**config.mk**
```make
export PLATFORM = sky130hd
export DESIGN_NAME = mme_core
export DESIGN_NICKNAME = d
export VERILOG_FILES = /design/src/core/mme_pkg.sv /design/src/core/mme_core.sv /design/src/core/mme_win_decode.sv
export SDC_FILE = /design/constraint.sdc
export NUM_CORES = 1
export LEC_CHECK = 0
export ABC_AREA = 1
export BUFFER_PORTS_ARGS = -buffer_cell sky130_fd_sc_hd__buf_2
export CAP_MARGIN = 20
export CORE_AREA = 2 2 350 352
export CTS_BUF_LIST = sky130_fd_sc_hd__clkbuf_8
export CTS_CLUSTER_SIZE = 20
export DETAILED_ROUTE_END_ITERATION = 12
export DIE_AREA = 0 0 352 354
export GPL_TIMING_DRIVEN = 0
export PLACE_DENSITY = 0.39
export REMOVE_ABC_BUFFERS = 1
export SLEW_MARGIN = 10
export SYNTH_ARGS = -nofsm -noshare
export SYNTH_HDL_FRONTEND = slang
export SYNTH_SLANG_ARGS = --single-unit
```
**constraint.sdc**
```tcl
create_clock -name clk_sys_in -period 1.7 [get_ports clk_sys_in]
set_clock_uncertainty 0.15 [all_clocks]
set_input_delay 0.34 -clock clk_sys_in [delete_from_list [all_inputs] [get_ports clk_sys_in]]
set_output_delay 0.34 -clock clk_sys_in [all_outputs]
set_load 0.1 [all_outputs]
```
**src/core/mme_pkg.sv**
```systemverilog
package mme_pkg;

  // ********************************************************
  // Address decode
  // ********************************************************
  localparam int          PA_W_MAX        = 52;
  localparam int          TOP_LSB         = 17;
  localparam logic [51:0] LOW_WIN_LO      = 52'h0_0000_000A_0000;
  localparam logic [51:0] LOW_WIN_HI      = 52'h0_0000_000B_FFFF;
  localparam int          MASK_LOW_EN_BIT = 0;
  localparam int          MASK_TOP_EN_BIT = 1;

  // ********************************************************
  // Window registers
  // ********************************************************
  localparam logic        MSR_SEL_BASE    = 1'b0;
  localparam logic        MSR_SEL_MASK    = 1'b1;
  localparam logic [63:0] BASE_WR_MASK    = 64'h000F_FFFF_FFFE_0000;
  localparam logic [63:0] MASK_WR_MASK    = 64'h000F_FFFF_FFFE_0003;
  localparam logic [63:0] BASE_RST        = 64'h0000_0000_0000_0000;
  localparam logic [63:0] MASK_RST        = 64'h0000_0000_0000_0000;

  // ********************************************************
  // Save area revision word
  // ********************************************************
  localparam logic [15:0] REV_OFFSET      = 16'hFEFC;
  localparam int          REV_IO_RST_BIT  = 16;
  localparam int          REV_RELOC_BIT   = 17;

  // ********************************************************
  // Entry state
  // ********************************************************
  localparam int          CS_SEL_SHIFT    = 4;
  localparam logic [31:0] SEG_LIMIT_INIT  = 32'hFFFF_FFFF;
  localparam logic [63:0] IP_INIT         = 64'h0000_0000_0000_8000;
  localparam logic [63:0] FLAGS_INIT      = 64'h0000_0000_0000_0002;
  localparam logic [63:0] DBG_CTL_INIT    = 64'h0000_0000_0000_0400;
  localparam logic [63:0] XCTL_INIT       = 64'h0000_0000_0000_0000;
  localparam logic [63:0] XFEAT_INIT      = 64'h0000_0000_0000_0000;
  localparam logic [15:0] DATA_SEL_INIT   = 16'h0000;
  localparam logic [63:0] DATA_BASE_INIT  = 64'h0000_0000_0000_0000;
  // Protection enable 0, emulation 2, task switched 3, paging 31
  localparam logic [63:0] CR0_CLR_MASK    = 64'h0000_0000_8000_000D;

  // ********************************************************
  // Sequencer states
  // ********************************************************
  typedef enum logic [1:0] {
    MME_IDLE  = 2'b00,
    MME_DRAIN = 2'b01,
    MME_ENTER = 2'b10,
    MME_MGMT  = 2'b11
  } mme_state_t;

endpackage

```
**src/core/mme_core.sv**
```systemverilog
`timescale 1ns/1ps
`default_nettype none
module mme_core
  import mme_pkg::*;
#(
  parameter int          PA_W      = 52,
  // Value is arbitrary, stands in for the version level
  parameter logic [15:0] REV_LEVEL = 16'h0010
) (
  input  wire logic            clk_sys_in,
  input  wire logic            rst_n_in,
  input  wire logic            mgmt_interrupt_in,
  input  wire logic            nmi_in,
  input  wire logic            intr_in,
  input  wire logic            init_in,
  input  wire logic            irq_enable_flag_in,
  input  wire logic            pipe_idle_in,
  input  wire logic            wbuf_empty_in,
  input  wire logic            resume_from_mgmt_in,
  input  wire logic            interrupt_return_in,
  input  wire logic [31:0]     mgmt_base_in,
  input  wire logic [63:0]     control_reg_zero_in,
  input  wire logic            msr_wr_en_in,
  input  wire logic            msr_sel_in,
  input  wire logic [63:0]     msr_wdata_in,
  input  wire logic            save_rd_en_in,
  input  wire logic [15:0]     save_rd_off_in,
  input  wire logic            acc_valid_in,
  input  wire logic [PA_W-1:0] phys_addr_in,
  output logic [63:0]          msr_rd_data_out,
  output logic [31:0]          save_rd_data_out,
  output logic                 save_rd_hit_out,
  output logic                 acc_valid_out,
  output logic                 acc_low_hit_out,
  output logic                 acc_top_hit_out,
  output logic                 acc_mgmt_ram_out,
  output logic                 fetch_stop_out,
  output logic                 mgmt_ack_out,
  output logic                 in_mgmt_mode_out,
  output logic                 entry_load_out,
  output logic                 take_nmi_out,
  output logic                 take_intr_out,
  output logic                 take_init_out,
  output logic [15:0]          cs_sel_out,
  output logic [31:0]          cs_base_out,
  output logic [31:0]          seg_limit_out,
  output logic                 seg_base_20b_out,
  output logic                 default_size_16_out,
  output logic [15:0]          data_sel_out,
  output logic [63:0]          data_base_out,
  output logic [63:0]          instr_pointer_out,
  output logic [63:0]          flags_reg_out,
  output logic [63:0]          debug_control_reg_out,
  output logic [63:0]          extended_control_reg_out,
  output logic [63:0]          extended_feature_reg_out,
  output logic [63:0]          control_reg_zero_out
);

  // ********************************************************
  // State record
  // ********************************************************
  typedef struct packed {
    mme_state_t  st;
    logic        mgmt_pend;
    logic        nmi_pend;
    logic        nmi_mask;
    logic        fetch_stop;
    logic        ack;
    logic        in_mode;
    logic        entry_load;
    logic        take_nmi;
    logic        take_intr;
    logic        take_init;
    logic        save_hit;
    logic [31:0] save_data;
    logic [15:0] cs_sel;
    logic [31:0] cs_base;
    logic [31:0] seg_limit;
    logic [15:0] data_sel;
    logic [63:0] data_base;
    logic [63:0] ip;
    logic [63:0] flags;
    logic [63:0] dbg;
    logic [63:0] xctl;
    logic [63:0] xfeat;
    logic [63:0] cr0;
    logic [63:0] base;
    logic [63:0] mask;
    logic [63:0] msr_rd;
  } mme_core_st_t;

  // Revision word fields; upper bits reserved and read as zero
  localparam logic [31:0] REV_WORD =
    (32'h1 << REV_IO_RST_BIT) | (32'h1 << REV_RELOC_BIT) | 32'(REV_LEVEL);

  mme_core_st_t q_ff;
  mme_core_st_t nxt_q;
  logic         mgmt_go;
  logic         nmi_ok;
  logic         nmi_go;
  logic         intr_go;
  logic         init_go;

  // ********************************************************
  // Next-state logic
  // ********************************************************
  // Sequencer, interrupt arbitration and register file in one pass
  always_comb begin
    nxt_q            = q_ff;
    nxt_q.ack        = 1'b0;
    nxt_q.entry_load = 1'b0;

    mgmt_go = (q_ff.st == MME_IDLE) && (q_ff.mgmt_pend || mgmt_interrupt_in);

    // NMI masked in management mode until interrupt return
    nmi_ok = ((q_ff.st == MME_IDLE) && !mgmt_go) ||
             ((q_ff.st == MME_MGMT) && !q_ff.nmi_mask);
    nmi_go = (q_ff.nmi_pend || nmi_in) && nmi_ok;

    // maskable requests obey the flag software restores
    intr_go = intr_in && irq_enable_flag_in && !nmi_go && !mgmt_go &&
              ((q_ff.st == MME_IDLE) || (q_ff.st == MME_MGMT));

    // INIT dropped anywhere but normal execution
    init_go = init_in && (q_ff.st == MME_IDLE) && !mgmt_go;

    // requests during entry or handler are held, clear beats set
    if (mgmt_go) begin
      nxt_q.mgmt_pend = 1'b0;
    end else begin
      nxt_q.mgmt_pend = q_ff.mgmt_pend || mgmt_interrupt_in;
    end

    // latched NMI waits for the resume or interrupt return, then goes ahead of INTR but behind a management request
    if (nmi_go) begin
      nxt_q.nmi_pend = 1'b0;
    end else begin
      nxt_q.nmi_pend = q_ff.nmi_pend || nmi_in;
    end

    nxt_q.take_nmi  = nmi_go;
    nxt_q.take_intr = intr_go;
    nxt_q.take_init = init_go;

    unique case (q_ff.st)
      MME_IDLE: begin
        if (mgmt_go) begin
          nxt_q.st = MME_DRAIN;
        end
      end
      MME_DRAIN: begin
        // wait for retire and write drain before acknowledging
        if (pipe_idle_in && wbuf_empty_in) begin
          nxt_q.ack = 1'b1;
          nxt_q.st  = MME_ENTER;
        end
      end
      MME_ENTER: begin
        nxt_q.st         = MME_MGMT;
        nxt_q.entry_load = 1'b1;
        nxt_q.nmi_mask   = 1'b1;
        // code segment from the relocatable base
        nxt_q.cs_sel     = mgmt_base_in[CS_SEL_SHIFT +: 16];
        nxt_q.cs_base    = mgmt_base_in;
        // flat 4 Gbyte limit for all segments
        nxt_q.seg_limit  = SEG_LIMIT_INIT;
        nxt_q.ip         = IP_INIT;
        nxt_q.xctl       = XCTL_INIT;
        nxt_q.xfeat      = XFEAT_INIT;
        nxt_q.data_sel   = DATA_SEL_INIT;
        nxt_q.data_base  = DATA_BASE_INIT;
        // flags value leaves the interrupt enable clear
        nxt_q.flags      = FLAGS_INIT;
        // debug control with all trap enables off
        nxt_q.dbg        = DBG_CTL_INIT;
        // drop only the four mode bits
        nxt_q.cr0        = control_reg_zero_in & ~CR0_CLR_MASK;
      end
      MME_MGMT: begin
        // interrupt return lifts the NMI mask
        if (interrupt_return_in) begin
          nxt_q.nmi_mask = 1'b0;
        end
        // held requests are taken from idle after the resume
        if (resume_from_mgmt_in) begin
          nxt_q.st       = MME_IDLE;
          nxt_q.nmi_mask = 1'b0;
        end
      end
    endcase

    // Fetch stays stopped exactly while draining
    nxt_q.fetch_stop = (nxt_q.st == MME_DRAIN);
    // real-mode style bases and sizes track the mode flag
    nxt_q.in_mode    = (nxt_q.st == MME_MGMT);

    // Window registers: only implemented bits are kept
    if (msr_wr_en_in && msr_sel_in == MSR_SEL_BASE) begin
      nxt_q.base = msr_wdata_in & BASE_WR_MASK;
    end
    if (msr_wr_en_in && msr_sel_in == MSR_SEL_MASK) begin
      nxt_q.mask = msr_wdata_in & MASK_WR_MASK;
    end
    nxt_q.msr_rd = (msr_sel_in == MSR_SEL_MASK) ? q_ff.mask : q_ff.base;

    // read-only word, no write path exists
    nxt_q.save_hit  = save_rd_en_in && (save_rd_off_in == REV_OFFSET);
    nxt_q.save_data = nxt_q.save_hit ? REV_WORD : 32'h0000_0000;
  end

  // ********************************************************
  // State register
  // ********************************************************
  // Reset leaves every field zero, idle and unmasked
  always_ff @(posedge clk_sys_in) begin
    if (!rst_n_in) begin
      q_ff      <= '0;
      q_ff.base <= BASE_RST;
      q_ff.mask <= MASK_RST;
    end else begin
      q_ff <= nxt_q;
    end
  end

  // ********************************************************
  // Window decoder
  // ********************************************************
  // Decoder sees the registered window so a write lands one cycle later
  mme_win_decode #(
    .PA_W (PA_W)
  ) u_win_decode (
    .clk_sys_in    (clk_sys_in),
    .rst_n_in      (rst_n_in),
    .acc_valid_in  (acc_valid_in),
    .phys_addr_in  (phys_addr_in),
    .in_mode_in    (q_ff.in_mode),
    .win_base_in   (q_ff.base),
    .win_mask_in   (q_ff.mask),
    .hit_valid_out (acc_valid_out),
    .low_hit_out   (acc_low_hit_out),
    .top_hit_out   (acc_top_hit_out),
    .mgmt_ram_out  (acc_mgmt_ram_out)
  );

  // ********************************************************
  // Outputs
  // ********************************************************
  assign msr_rd_data_out          = q_ff.msr_rd;
  assign save_rd_data_out         = q_ff.save_data;
  assign save_rd_hit_out          = q_ff.save_hit;
  assign fetch_stop_out           = q_ff.fetch_stop;
  assign mgmt_ack_out             = q_ff.ack;
  assign in_mgmt_mode_out         = q_ff.in_mode;
  assign entry_load_out           = q_ff.entry_load;
  assign take_nmi_out             = q_ff.take_nmi;
  assign take_intr_out            = q_ff.take_intr;
  assign take_init_out            = q_ff.take_init;
  assign cs_sel_out               = q_ff.cs_sel;
  assign cs_base_out              = q_ff.cs_base;
  assign seg_limit_out            = q_ff.seg_limit;
  assign seg_base_20b_out         = q_ff.in_mode;
  assign default_size_16_out      = q_ff.in_mode;
  assign data_sel_out             = q_ff.data_sel;
  assign data_base_out            = q_ff.data_base;
  assign instr_pointer_out        = q_ff.ip;
  assign flags_reg_out            = q_ff.flags;
  assign debug_control_reg_out    = q_ff.dbg;
  assign extended_control_reg_out = q_ff.xctl;
  assign extended_feature_reg_out = q_ff.xfeat;
  assign control_reg_zero_out     = q_ff.cr0;

  // ********************************************************
  // Checks
  // ********************************************************
  chk_ack_after_drain: assert property (@(posedge clk_sys_in) disable iff (!rst_n_in)
    mgmt_ack_out |-> $past(fetch_stop_out) && $past(pipe_idle_in && wbuf_empty_in))
    else $error("acknowledge before drain finished");

  chk_ack_single_pulse: assert property (@(posedge clk_sys_in) disable iff (!rst_n_in)
    mgmt_ack_out |=> !mgmt_ack_out && entry_load_out)
    else $error("acknowledge not a single pulse before entry");

  chk_mgmt_beats_nmi: assert property (@(posedge clk_sys_in) disable iff (!rst_n_in)
    (q_ff.st == MME_IDLE) && mgmt_interrupt_in |=> !take_nmi_out && fetch_stop_out)
    else $error("NMI taken over management interrupt");

  chk_latched_reentry: assert property (@(posedge clk_sys_in) disable iff (!rst_n_in)
    (q_ff.st == MME_MGMT) && resume_from_mgmt_in && q_ff.mgmt_pend
    |=> !in_mgmt_mode_out ##1 fetch_stop_out)
    else $error("latched management interrupt not taken after exit");

  chk_entry_code_seg: assert property (@(posedge clk_sys_in) disable iff (!rst_n_in)
    entry_load_out |-> cs_sel_out == cs_base_out[19:4] &&
                       seg_limit_out == 32'hFFFF_FFFF)
    else $error("code segment entry values wrong");

  chk_entry_values: assert property (@(posedge clk_sys_in) disable iff (!rst_n_in)
    entry_load_out |-> instr_pointer_out == 64'h8000 &&
      flags_reg_out == 64'h2 && debug_control_reg_out == 64'h400 &&
      extended_feature_reg_out == 64'h0 && data_sel_out == 16'h0)
    else $error("entry register values wrong");

  chk_cr0_bits: assert property (@(posedge clk_sys_in) disable iff (!rst_n_in)
    entry_load_out |-> control_reg_zero_out ==
      ($past(control_reg_zero_in) & 64'hFFFF_FFFF_7FFF_FFF2))
    else $error("control register zero entry value wrong");

  chk_init_ignored: assert property (@(posedge clk_sys_in) disable iff (!rst_n_in)
    in_mgmt_mode_out |=> !take_init_out)
    else $error("INIT taken in management mode");

  chk_nmi_masked: assert property (@(posedge clk_sys_in) disable iff (!rst_n_in)
    entry_load_out && !interrupt_return_in |=> !take_nmi_out)
    else $error("NMI taken while masked on entry");

  chk_nmi_after_resume: assert property (@(posedge clk_sys_in) disable iff (!rst_n_in)
    (q_ff.st == MME_MGMT) && resume_from_mgmt_in && q_ff.nmi_pend &&
    !q_ff.mgmt_pend && !mgmt_interrupt_in |=> ##1 take_nmi_out)
    else $error("latched NMI not delivered after resume");

  chk_rev_word: assert property (@(posedge clk_sys_in) disable iff (!rst_n_in)
    save_rd_en_in && save_rd_off_in == 16'hFEFC
    |=> save_rd_hit_out && save_rd_data_out[17:16] == 2'b11 &&
        save_rd_data_out[31:18] == 14'h0)
    else $error("revision word capability bits wrong");

endmodule
`default_nettype wire

```
**src/core/mme_win_decode.sv**
```systemverilog
`timescale 1ns/1ps
`default_nettype none
module mme_win_decode
  import mme_pkg::*;
#(
  parameter int PA_W = 52
) (
  input  wire logic            clk_sys_in,
  input  wire logic            rst_n_in,
  input  wire logic            acc_valid_in,
  input  wire logic [PA_W-1:0] phys_addr_in,
  input  wire logic            in_mode_in,
  input  wire logic [63:0]     win_base_in,
  input  wire logic [63:0]     win_mask_in,
  output logic                 hit_valid_out,
  output logic                 low_hit_out,
  output logic                 top_hit_out,
  output logic                 mgmt_ram_out
);

  // ********************************************************
  // Parameter check
  // ********************************************************
  if (PA_W < 18 || PA_W > PA_W_MAX) begin : g_bad_pa
    $error("mme_win_decode: PA_W out of range");
  end

  typedef struct packed {
    logic vld;
    logic low;
    logic top;
    logic ram;
  } mme_dec_st_t;

  mme_dec_st_t q_ff;
  mme_dec_st_t nxt_q;
  logic [51:0] pa;
  logic        low_hit;
  logic        top_hit;
  logic        protect;

  // Address widened so narrower physical buses compare cleanly
  always_comb begin
    pa = 52'(phys_addr_in);
    low_hit = (pa >= LOW_WIN_LO) && (pa <= LOW_WIN_HI);
    top_hit = ((pa[51:TOP_LSB] & win_mask_in[51:TOP_LSB]) ==
               (win_base_in[51:TOP_LSB] & win_mask_in[51:TOP_LSB]));
    protect = (low_hit && win_mask_in[MASK_LOW_EN_BIT]) ||
              (top_hit && win_mask_in[MASK_TOP_EN_BIT]);
    nxt_q     = q_ff;
    nxt_q.vld = acc_valid_in;
    nxt_q.low = acc_valid_in && low_hit;
    nxt_q.top = acc_valid_in && top_hit;
    // only management mode reaches the protected RAM
    nxt_q.ram = acc_valid_in && protect && in_mode_in;
  end

  // One register stage: the hit shows one cycle after the request
  always_ff @(posedge clk_sys_in) begin
    if (!rst_n_in) begin
      q_ff <= '0;
    end else begin
      q_ff <= nxt_q;
    end
  end

  assign hit_valid_out = q_ff.vld;
  assign low_hit_out   = q_ff.low;
  assign top_hit_out   = q_ff.top;
  assign mgmt_ram_out  = q_ff.ram;

  // ********************************************************
  // Checks
  // ********************************************************
  chk_low_range: assert property (@(posedge clk_sys_in) disable iff (!rst_n_in)
    acc_valid_in && 52'(phys_addr_in) == LOW_WIN_LO |=> low_hit_out)
    else $error("low window base not decoded");
  chk_no_outside_ram: assert property (@(posedge clk_sys_in) disable iff (!rst_n_in)
    acc_valid_in && !in_mode_in |=> !mgmt_ram_out)
    else $error("outside access reached management RAM");

endmodule
`default_nettype wire

```
-- After elaboration in Yosys (flattened, before gate mapping)
Cells that the tools add are included.
- output and inout port bits: 654
- flip-flop bits (word level): 295
- word-level logic and storage cells: 87
- bits of input ports: 243
- muxes and demuxes: 11
- bitwise logic cells: 4
- magnitude comparators: 2
- eq/ne operators: 8
- reduce and logical (&&, ||, !) cells: 36
- operators by type and width (cell ; number):
    35-bit bitwise AND ; 2
    52-bit by 20-bit >= comparator with 1-bit output, second input constant ; 1
    52-bit by 20-bit <= comparator with 1-bit output, second input constant ; 1
    52-bit two-way mux ; 1
    35-bit equality test ; 1
    1-bit logical AND ; 21
    18-bit two-way mux ; 1
    16-bit equality test, second input constant ; 1
    2-bit one-hot mux with 4 select lines ; 1
    2-bit equality test, second input constant ; 3
    2-bit two-way mux ; 3
    2-bit AND reduction ; 3
    1-bit logical OR ; 5
    2-bit by 1-bit equality test with 1-bit output, second input constant ; 2
    1-bit two-way mux ; 4
    2-bit OR reduction ; 2
    1-bit logical NOT ; 3
    3-bit != test, second input constant ; 1
    2-bit logical NOT ; 1
    1-bit inverter ; 2
    1-bit one-hot mux with 2 select lines ; 1
    2-bit nonzero test ; 1

-- Longest topological paths before layout
Gate-level depths: netlist of run 1.
- word-level depth: 10
- mapped depth: 9
- depth with buffers taken out: 9

-- Hierarchy
From an unflattened synthesis of run 1, not the netlist that was laid out.
- cell total of the unflattened synthesis: 1812
- area, all modules: 13634.3 µm²
- modules (own cells, without submodules) (module ; sequential area each (µm²) ; instances ; cells an instance ; area each (µm²)):
    mme_core ; 4304.1 ; 1 ; 1597 ; 12653.4
    mme_win_decode ; 80.1 ; 1 ; 215 ; 980.9

-- Worst setup path after synthesis of run 1
Ideal clock, no wire load.
- path type: reg2out
- start: register q_ff (netlist bit save_rd_data_out[16])
- end: output port save_rd_data_out[16]
- buffers on the path: 1
- data arrival time: 1.392 ns
- required time: 1.210 ns
- slack: -0.182 ns
- cell stages (with the launch flop): 2
- cells stage by stage: dfxtp_1 > buf_4
- RTL lines (what ; line ; RTL):
    start, declared ; mme_core.sv:96 ; mme_core_st_t q_ff;
    start signal, assigned ; mme_core.sv:221 ; q_ff <= nxt_q;
    end, declared ; mme_core.sv:31 ; output logic [31:0] save_rd_data_out,
No word-level cell between the ends.

==> results of run 1 <==
[registers in the layout, summed over array words and instances (netlist names)]
| signal | flops |
|---|---|
| control_reg_zero_out | 60 |
| cs_base_out | 17 |
| cs_sel_out | 15 |
| debug_control_reg_out | 1 |
| default_size_16_out | 1 |
| entry_load_out | 1 |
| fetch_stop_out | 1 |
| mgmt_ack_out | 1 |
| msr_rd_data_out | 37 |
| q_ff | 77 |
| save_rd_data_out | 1 |
| take_init_out | 1 |
| take_intr_out | 1 |
| take_nmi_out | 1 |
| u_win_decode.hit_valid_out | 1 |
| u_win_decode.low_hit_out | 1 |
| u_win_decode.mgmt_ram_out | 1 |
| u_win_decode.top_hit_out | 1 |
[worst paths after layout]
path | slack (ns) | end | cells after the start | from
min reg2reg | 0.32 | msr_rd_data_out[27] | 2 | q_ff[155]
max | -0.26 | seg_limit_out[26] | 2 | debug_control_reg_out[10]
max reg2reg | 0.02 | q_ff[776] | 5 | q_ff[780]
min | 0.07 | save_rd_data_out[16] | 4 | save_rd_off_in[1]
[stage by stage]
stage / cells / utilization, %
3_3_place_gp: 3508 / 11.3
4_1_cts: 3791 / 16.5
6_report: 3800 / 16.6
3_5_place_dp: 3516 / 11.5
2_1_floorplan: 1492 / -
5_1_grt: 3794 / 16.6
[cell type report]
cell class	instances	area [um^2]	area share, %
Timing Repair Buffer	590	6870	34.2
Tap cell	1625	2030	10.1
Timing Repair inverter	2	17.5	0.0873
Multi-Input combinational cell	1187	5140	25.6
Clock inverter	27	210	1.05
Clock buffer	58	798	3.98
Sequential cell	219	4640	23.1
Inverter	86	349	1.74
Antenna cell	6	15.0	0.0748
[power groups by stage]
stage / Combinational (mW) / Clock [mW] / Sequential (mW)
finish: 25.3 / 6.31 / 7.90
global route: 26.1 / 6.86 / 8.03
CTS: 25.2 / 6.70 / 7.86
detailed placement: 19.6 / 0 / 7.03
global placement: 15.8 / 0 / 6.63
floorplan: 6.16 / 0 / 15.0
[metal layers]
layer / track usage (%) / share of wire [%] / wire [um]
met1: 9.01 / 42 / 20600
met2: 12.4 / 48 / 23700
met3: 2.41 / 7.4 / 3660
met4: 2.76 / 3.1 / 1520
met5: 0 / 0.11 / 55
[worst min-delay path: stages]
cell and delay [ns]:
buf_2 0.08, nor3_2 0.04, buf_4 0.16, nor4b_2 0.20
[cells by family (layout without fill, tap and decap cells)]
group / after synthesis / in the layout / synth area share, %
simple gates: 435 / 435 / 13.3
fa+ha+maj: 5 / 5 / 0.475
flops: 219 / 219 / 33.3
compound gates: 290 / 290 / 11.1
other cells: 1 / 463 / 0.0285
buf+inv: 792 / 763 / 41.7
[cells in the final DEF (no fill, tap or decap), drive strengths merged, types with 3 or more instances in the layout]
cell type	count
nand4	11
conb	457
inv	102
o21ai	205
dlygate4sd3	161
dfxtp	219
diode	6
nand3	40
clkinv	7
ha	5
nor2	286
bufinv	3
buf	425
nand2	86
clkinvlp	3
a21oi	82
nor3	8
clkbuf	58
[timing repair]
action / 4_1_cts / 5_1_grt
pin swaps: 5 / 11
hold buffers: 167 / 1
gates cloned: 6 / 0
endpoints found under the hold margin: 185 / 1
setup endpoints to repair: 295 / 272
setup buffers: 17 / 4
resized for setup: 910 / 37
==> results.ini, run 1 <==
[status]
status = finished, violations left
violations = setup timing

[finish]
area_growth_syn_to_layout_pct = 52.5
final_area_mm2 = 0.0201
fillers = 13600
nets = 2380
final_layout_size_suffix_gt1_share_pct = 33.1

[logic_synthesis]
synth_cells = 1742
avgSynthCellArea_um2 = 7.56
yosysMostFrequentCell = buf_4
async_reset_ff_share_pct = 0
netlist.area_leader.share_pct = 37.1
synth_commonest_cells = 650 x buf_4, 283 x nor2_1, 219 x dfxtp_1
yosysWarnings = 0
synth-main-ff-cell = dfxtp_1
synth_edf_count = 0
ys_types = 26
ys_seq_area_share_pct = 33.3
yosysTopAreaCell = buf_4
ys_seq_elements = 219
synthTopCellsByArea = buf_4 37%, dfxtp_1 33%, nor2_1 8.1%
synth_area_mm2 = 0.0132

[setup_path]
crit_type = register to output port
critPathTopFamily = buffers and inverters
critPathMaxStageDelay_ns = 0.37
cpMaxStageDelayCell = dfxtp_4
path_cells = buf_12 -> buf_6
cp.arrival_ns = 1.47
cp_max_fo = 18
start_kind = register
cp.required_ns = 1.21
end_kind = output port
cp_num_buf_inv = 2

[route]
drc = 0
detail_route.wl_per_cell_um = 13.0
dr.first_iter.drc_count = 304
drtAntennaViolNets = 0
firstDrtPassIters = 4
num_vias = 10600
viasPerCell = 2.78
wl_um = 49600

[timing]
slew_violations = 0
hold_violations = 0
setup_slack_ns = -0.262
fin_crit_ns = 1.96
fin_crit_sh_pct = 115
grt_setup_unrepaired = yes
final-setup-viol-count = 54
finalSetupTns_ns = -9.78
whs_ns = 0.0687
tightest_slew_ns = 0.810
max_freq_mhz = 510
slew_headroom_pct = 45.8

[pwr]
power_mw = 39.5
p_comb_share_pct = 64.0
p_leak_nw = 8.95
ir_drop_mv = 1.45
switching_power_mw = 22.6
clkPwrFrac_pct = 16.0
p_per_area_mw_per_mm2 = 1970
power.internal_mw = 16.9
seqPwrFrac_pct = 20.0
sw_frac_of_total_pct = 57.2

[floorplanning]
core-area_mm2 = 0.121
die_y_um = 354
chipWidth_um = 352
start_util_pct = 10.9
fp-row-count = 128
die_area_mm2 = 0.125
ios = 897

[place]
post-place-ws_ns = -1.06
place.port_buffers = 391
dp_hpwl_um = 31700
place_area_mm2 = 0.0139
globalplace.congestion = 0.712

[global_routing]
grt_usage_pct = 7.48
overflow = 0
grt_pass1_vias = 10200
grt_pass1_wl_um = 68100
antenna_found_initial = 11
grt_max_degree = 91

[clock_network]
insertion_delay_ns = 0.67
htreeDepth = 2
cts_tree = yes
root_buffer = clkbuf_8
cts-buffers-inserted = 46
clk_pin_slew_ns = 0.06
cts.path.max_buffers = 3
cts.sinks = 219

[flow_run]
max_cap_viol_count = 0

[hold_path]
min_path_type = input port to register

Power figures use the tool's default switching activity.
==> run 2, diff against run 1 <==
==> constraint.sdc (replaced) <==
create_clock -name clk_sys_in -period 2.3 [get_ports clk_sys_in]
set_clock_uncertainty 0.15 [all_clocks]
set_input_delay 0.46 -clock clk_sys_in [delete_from_list [all_inputs] [get_ports clk_sys_in]]
set_output_delay 0.46 -clock clk_sys_in [all_outputs]
set_load 0.1 [all_outputs]
==> run 2 against run 1 <==
  * The flow now finishes without violations
  * Largest cell class is now multi-input gates
  * Non-clock buffer count is 36 lower
  * Critical path depth shrank 1
  * Largest power group unchanged
  * Cell area shrank 17%
  * Global-route usage decreased by 1.1 points
==> results.ini, run 2 (same netlist as run 1, synthesis figures left out) <==
[status]
status = completed

[route]
drtAntennaViolNets = 0
firstDrtPassIters = 6
detail_route.wl_per_cell_um = 11.8
wl_um = 44200
dr.first_iter.drc_count = 295
viasPerCell = 2.73
num_vias = 10200
drc = 0

[global_routing]
antenna_found_initial = 9
grt_pass1_wl_um = 59700
grt_max_degree = 117
overflow = 0
grt_usage_pct = 6.43
grt_pass1_vias = 9383

[finish]
area_growth_syn_to_layout_pct = 26.6
top_register = q_ff
nets = 2343
final_common_cell = conb_1
mostFrequentLayoutCells = 457 x conb_1, 350 x buf_2, 282 x nor2_1
final_layout_size_suffix_gt1_share_pct = 24.8
fin_util_pct = 13.8
largest_register_ffs = 77

[flow_run]
max_cap_viol_count = 0

[timing]
setup_slack_ns = 0.119
fin_crit_ns = 2.18
slew_headroom_pct = 37.9
tightest_slew_ns = 0.931
final-setup-viol-count = 0
fin_crit_sh_pct = 94.8
hold_violations = 0
slew_violations = 0
max_freq_mhz = 459
grt_setup_unrepaired = no

[clock_network]
cts.path.max_buffers = 3
cts.sinks = 219
root_buffer = clkbuf_8
clk_pin_slew_ns = 0.06
insertion_delay_ns = 0.67
htreeDepth = 2
cts-buffers-inserted = 46
cts_tree = yes

[setup_path]
cp_max_fo = 3
critPathTopFamily = flip-flops
critPathMaxStageDelay_ns = 0.50
crit_type = register to output port
cp.arrival_ns = 1.57
end_kind = output port
cpMaxStageDelayCell = dfxtp_1
cp_num_buf_inv = 1
path_cells = clkbuf_4
start_kind = register
cp.required_ns = 1.69

[place]
globalplace.congestion = 0.712
post-place-ws_ns = -0.463
dp_hpwl_um = 31700
place.port_buffers = 391

[floorplanning]
fp-row-count = 128
start_util_pct = 10.9
chipWidth_um = 352
ios = 897
die_area_mm2 = 0.125
core-area_mm2 = 0.121
die_y_um = 354

[pwr]
p_leak_nw = 8.07
ir_drop_mv = 1.20
p_per_area_mw_per_mm2 = 1500

[hold_path]
min_path_type = input port to register

-- run 2: final timing paths --
path	cells past startpoint	endpoint	from	slack [ns]
setup / recovery	1	cs_base_out[6]	cs_sel_out[2]	0.12
hold / removal	3	msr_rd_data_out[1]	msr_sel_in	0.11
setup reg to reg	9	fetch_stop_out	q_ff[779]	0.28
hold reg to reg	2	q_ff[179]	q_ff[179]	0.32
-- run 2: final cells by class --
type | instances | area, um^2
flip-flops and latches | 219 | 4390
inverters | 86 | 352
fillers | 14000 | 104000
diodes | 1 | 2.50
repair inverters | 1 | 11.3
multi-input cells | 1187 | 5040
repair buffers | 554 | 3820
clock inverters | 27 | 210
clock buffers | 58 | 798
well taps | 1625 | 2030
-- run 2: metal layers --
metal / up-vias / routed length [um] / share of wire, % / GRT usage (%)
li1: 5123 / - / - / -
met2: 447 / 20700 / 47 / 10.3
met1: 4603 / 18800 / 43 / 7.87
met4: 8 / 1070 / 2.4 / 2.19
met5: - / 51 / 0.12 / 0
met3: 68 / 3560 / 8.0 / 2.39
-- run 2: repair_timing --
item / 4_1_cts / 5_1_grt
gates resized for setup: 54 / 4
cloned: 0 / 2
pin swaps: 1 / 0
buffers inserted: 3 / 4
hold buffers: 148 / 0
endpoints found under the setup margin: 94 / 6
endpoints found under the hold margin: 179 / 0
-- run 2: power by group --
part	internal (mW)	switching (mW)	leakage (nW)
combinational	1.93	13.3	5.70
sequential	4.63	0.465	1.80
clock	2.62	2.03	0.564
total	9.18	15.8	8.07
-- run 2: stage by stage --
| step | hold slack, ns | cell area [um^2] | power [mW] | setup TNS (ns) | instances |
|---|---|---|---|---|---|
| detailed placement | 0.315 | 13900 | 19.7 | -16.21 | 3516 |
| global route | 0.0308 | 16700 | 26.0 | 0 | 3757 |
| global placement | 0.312 | 13700 | 19.2 | -636.69 | 3508 |
| finish | 0.109 | 16700 | 24.9 | 0 | 3758 |
| CTS | 0.000420 | 16600 | 25.2 | -0.185 | 3751 |
| floorplan | 0.297 | 9700 | 15.7 | -853.37 | 1492 |
==> run 3, diff against run 2 <==
==> constraint.sdc (replaced) <==
create_clock -name clk_sys_in -period 2.2 [get_ports clk_sys_in]
set_clock_uncertainty 0.15 [all_clocks]
set_input_delay 0.44 -clock clk_sys_in [delete_from_list [all_inputs] [get_ports clk_sys_in]]
set_output_delay 0.44 -clock clk_sys_in [all_outputs]
set_load 0.1 [all_outputs]
==> run 3 against run 2 <==
  * Register-to-register slack got worse by 0.15 ns
  * Hold slack lost 0.024 ns
  * Wire length rose by 0.68%
  * Sequential share of layout area decreased by 0.12 points
==> results.ini, run 3 (same netlist as run 1, synthesis figures left out) <==
[route]
drtAntennaViolNets = 0
dr.first_iter.drc_count = 266
detail_route.wl_per_cell_um = 11.8
wl_um = 44500
viasPerCell = 2.73
firstDrtPassIters = 4
drc = 0
num_vias = 10300

[floorplanning]
die_area_mm2 = 0.125
core-area_mm2 = 0.121
start_util_pct = 10.9
die_y_um = 354
ios = 897
chipWidth_um = 352
fp-row-count = 128

[setup_path]
reg2reg_depth = 8
crit_type = input port to register
crit_end = take_intr_out
end_kind = register
cp-startpoint = irq_enable_flag_in
cp_max_fo = 1
r2r-end = take_intr_out
cp.required_ns = 2.65
worstReg2RegStart = q_ff[780]
reg2reg_slack_ns = 0.13
cp.arrival_ns = 2.56
start_kind = input port

[timing]
setup_slack_ns = 0.0904
max_freq_mhz = 474
slew_headroom_pct = 38.2
fin_crit_sh_pct = 95.9
tightest_slew_ns = 0.926
hold_violations = 0
grt_setup_unrepaired = no
whs_ns = 0.0850
final-setup-viol-count = 0
fin_crit_ns = 2.11
finalSetupTns_ns = 0
slew_violations = 0

[global_routing]
grt_pass1_wl_um = 60300
antenna_found_initial = 9
grt_pass1_vias = 9460
grt_max_degree = 117
overflow = 0
grt_usage_pct = 6.50

[finish]
top_register = q_ff
nets = 2345
final_layout_size_suffix_gt1_share_pct = 24.9
area_growth_syn_to_layout_pct = 27.2
final_common_cell = conb_1
mostFrequentLayoutCells = 457 x conb_1, 343 x buf_2, 282 x nor2_1
fin_util_pct = 13.8
largest_register_ffs = 77

[place]
dp_hpwl_um = 31700
globalplace.congestion = 0.712
post-place-ws_ns = -0.563
place.port_buffers = 391

[pwr]
ir_drop_mv = 1.22
p_leak_nw = 8.09
power_mw = 26.2
p_per_area_mw_per_mm2 = 1570

[clock_network]
root_buffer = clkbuf_8
htreeDepth = 2
clk_pin_slew_ns = 0.06
cts-buffers-inserted = 46
cts_tree = yes
insertion_delay_ns = 0.67
cts.path.max_buffers = 3
cts.sinks = 219

[status]
status = completed

[hold_path]
min_path_type = input port to register
hold_depth = 3

[flow_run]
max_cap_viol_count = 0

-- run 3: cell types whose count changed in the layout (fill, tap and decap cells not counted), sizes merged --
cell / change
dlygate4sd3: +1
inv: +1
buf: +2
clkbuf: -2
-- run 3: what timing repair did --
action                                  in CTS  in global routing
endpoints found under the setup margin     113                  7
gates resized for setup                     70                  7
buffers inserted                             3                  4
cloned                                       1                  2
hold endpoints to repair                   179                  0
pin swaps                                    1                  0
hold buffers                               149                  0
-- run 3: critical path: stages --
cell,delay [ns]
dlygate4sd3_1,0.52
buf_2,0.10
nand2_1,0.06
dlygate4sd3_1,0.60
nor4_2,0.26
dlygate4sd3_1,0.58
-- run 3: area by class of cell --
class | count | area (um^2)
Inverter | 86 | 352
Sequential cell | 219 | 4390
Multi-Input combinational cell | 1187 | 5050
Clock buffer | 58 | 798
Timing Repair inverter | 2 | 20.0
Antenna cell | 1 | 2.50
Clock inverter | 27 | 210
Fill cell | 14000 | 104000
Tap cell | 1625 | 2030
Timing Repair Buffer | 555 | 3880
-- run 3: metrics by stage --
step,cell area [um^2],std cells
2_1_floorplan,9700,1492
3_3_place_gp,13700,3508
3_5_place_dp,13900,3516
4_1_cts,16600,3753
5_1_grt,16700,3759
6_report,16700,3760
-- run 3: how the worst min path moves through the flow --
stage,from,to,slack (ns)
2_1_floorplan,q_ff[145],msr_rd_data_out[17],0.30
3_3_place_gp,q_ff[157],q_ff[157],0.31
3_5_place_dp,q_ff[179],q_ff[179],0.31
4_1_cts,msr_sel_in,msr_rd_data_out[1],0.003
5_1_grt,msr_sel_in,msr_rd_data_out[1],0.06
6_report,msr_sel_in,msr_rd_data_out[1],0.09
-- run 3: where the power goes --
group,internal (mW),switching [mW]
Combinational,2.10,13.9
Clock,2.74,2.12
Sequential,4.84,0.487
Total,9.67,16.5
-- run 3: per-layer routing --
metal  part of all wire, %  global-route usage (%)  vias up
li1                      -                       -     5130
met1                    42                    7.89     4631
met2                    47                    10.5      439
met3                   7.9                    2.40       70
met4                   2.5                    2.28        8
met5                  0.11                       0        -
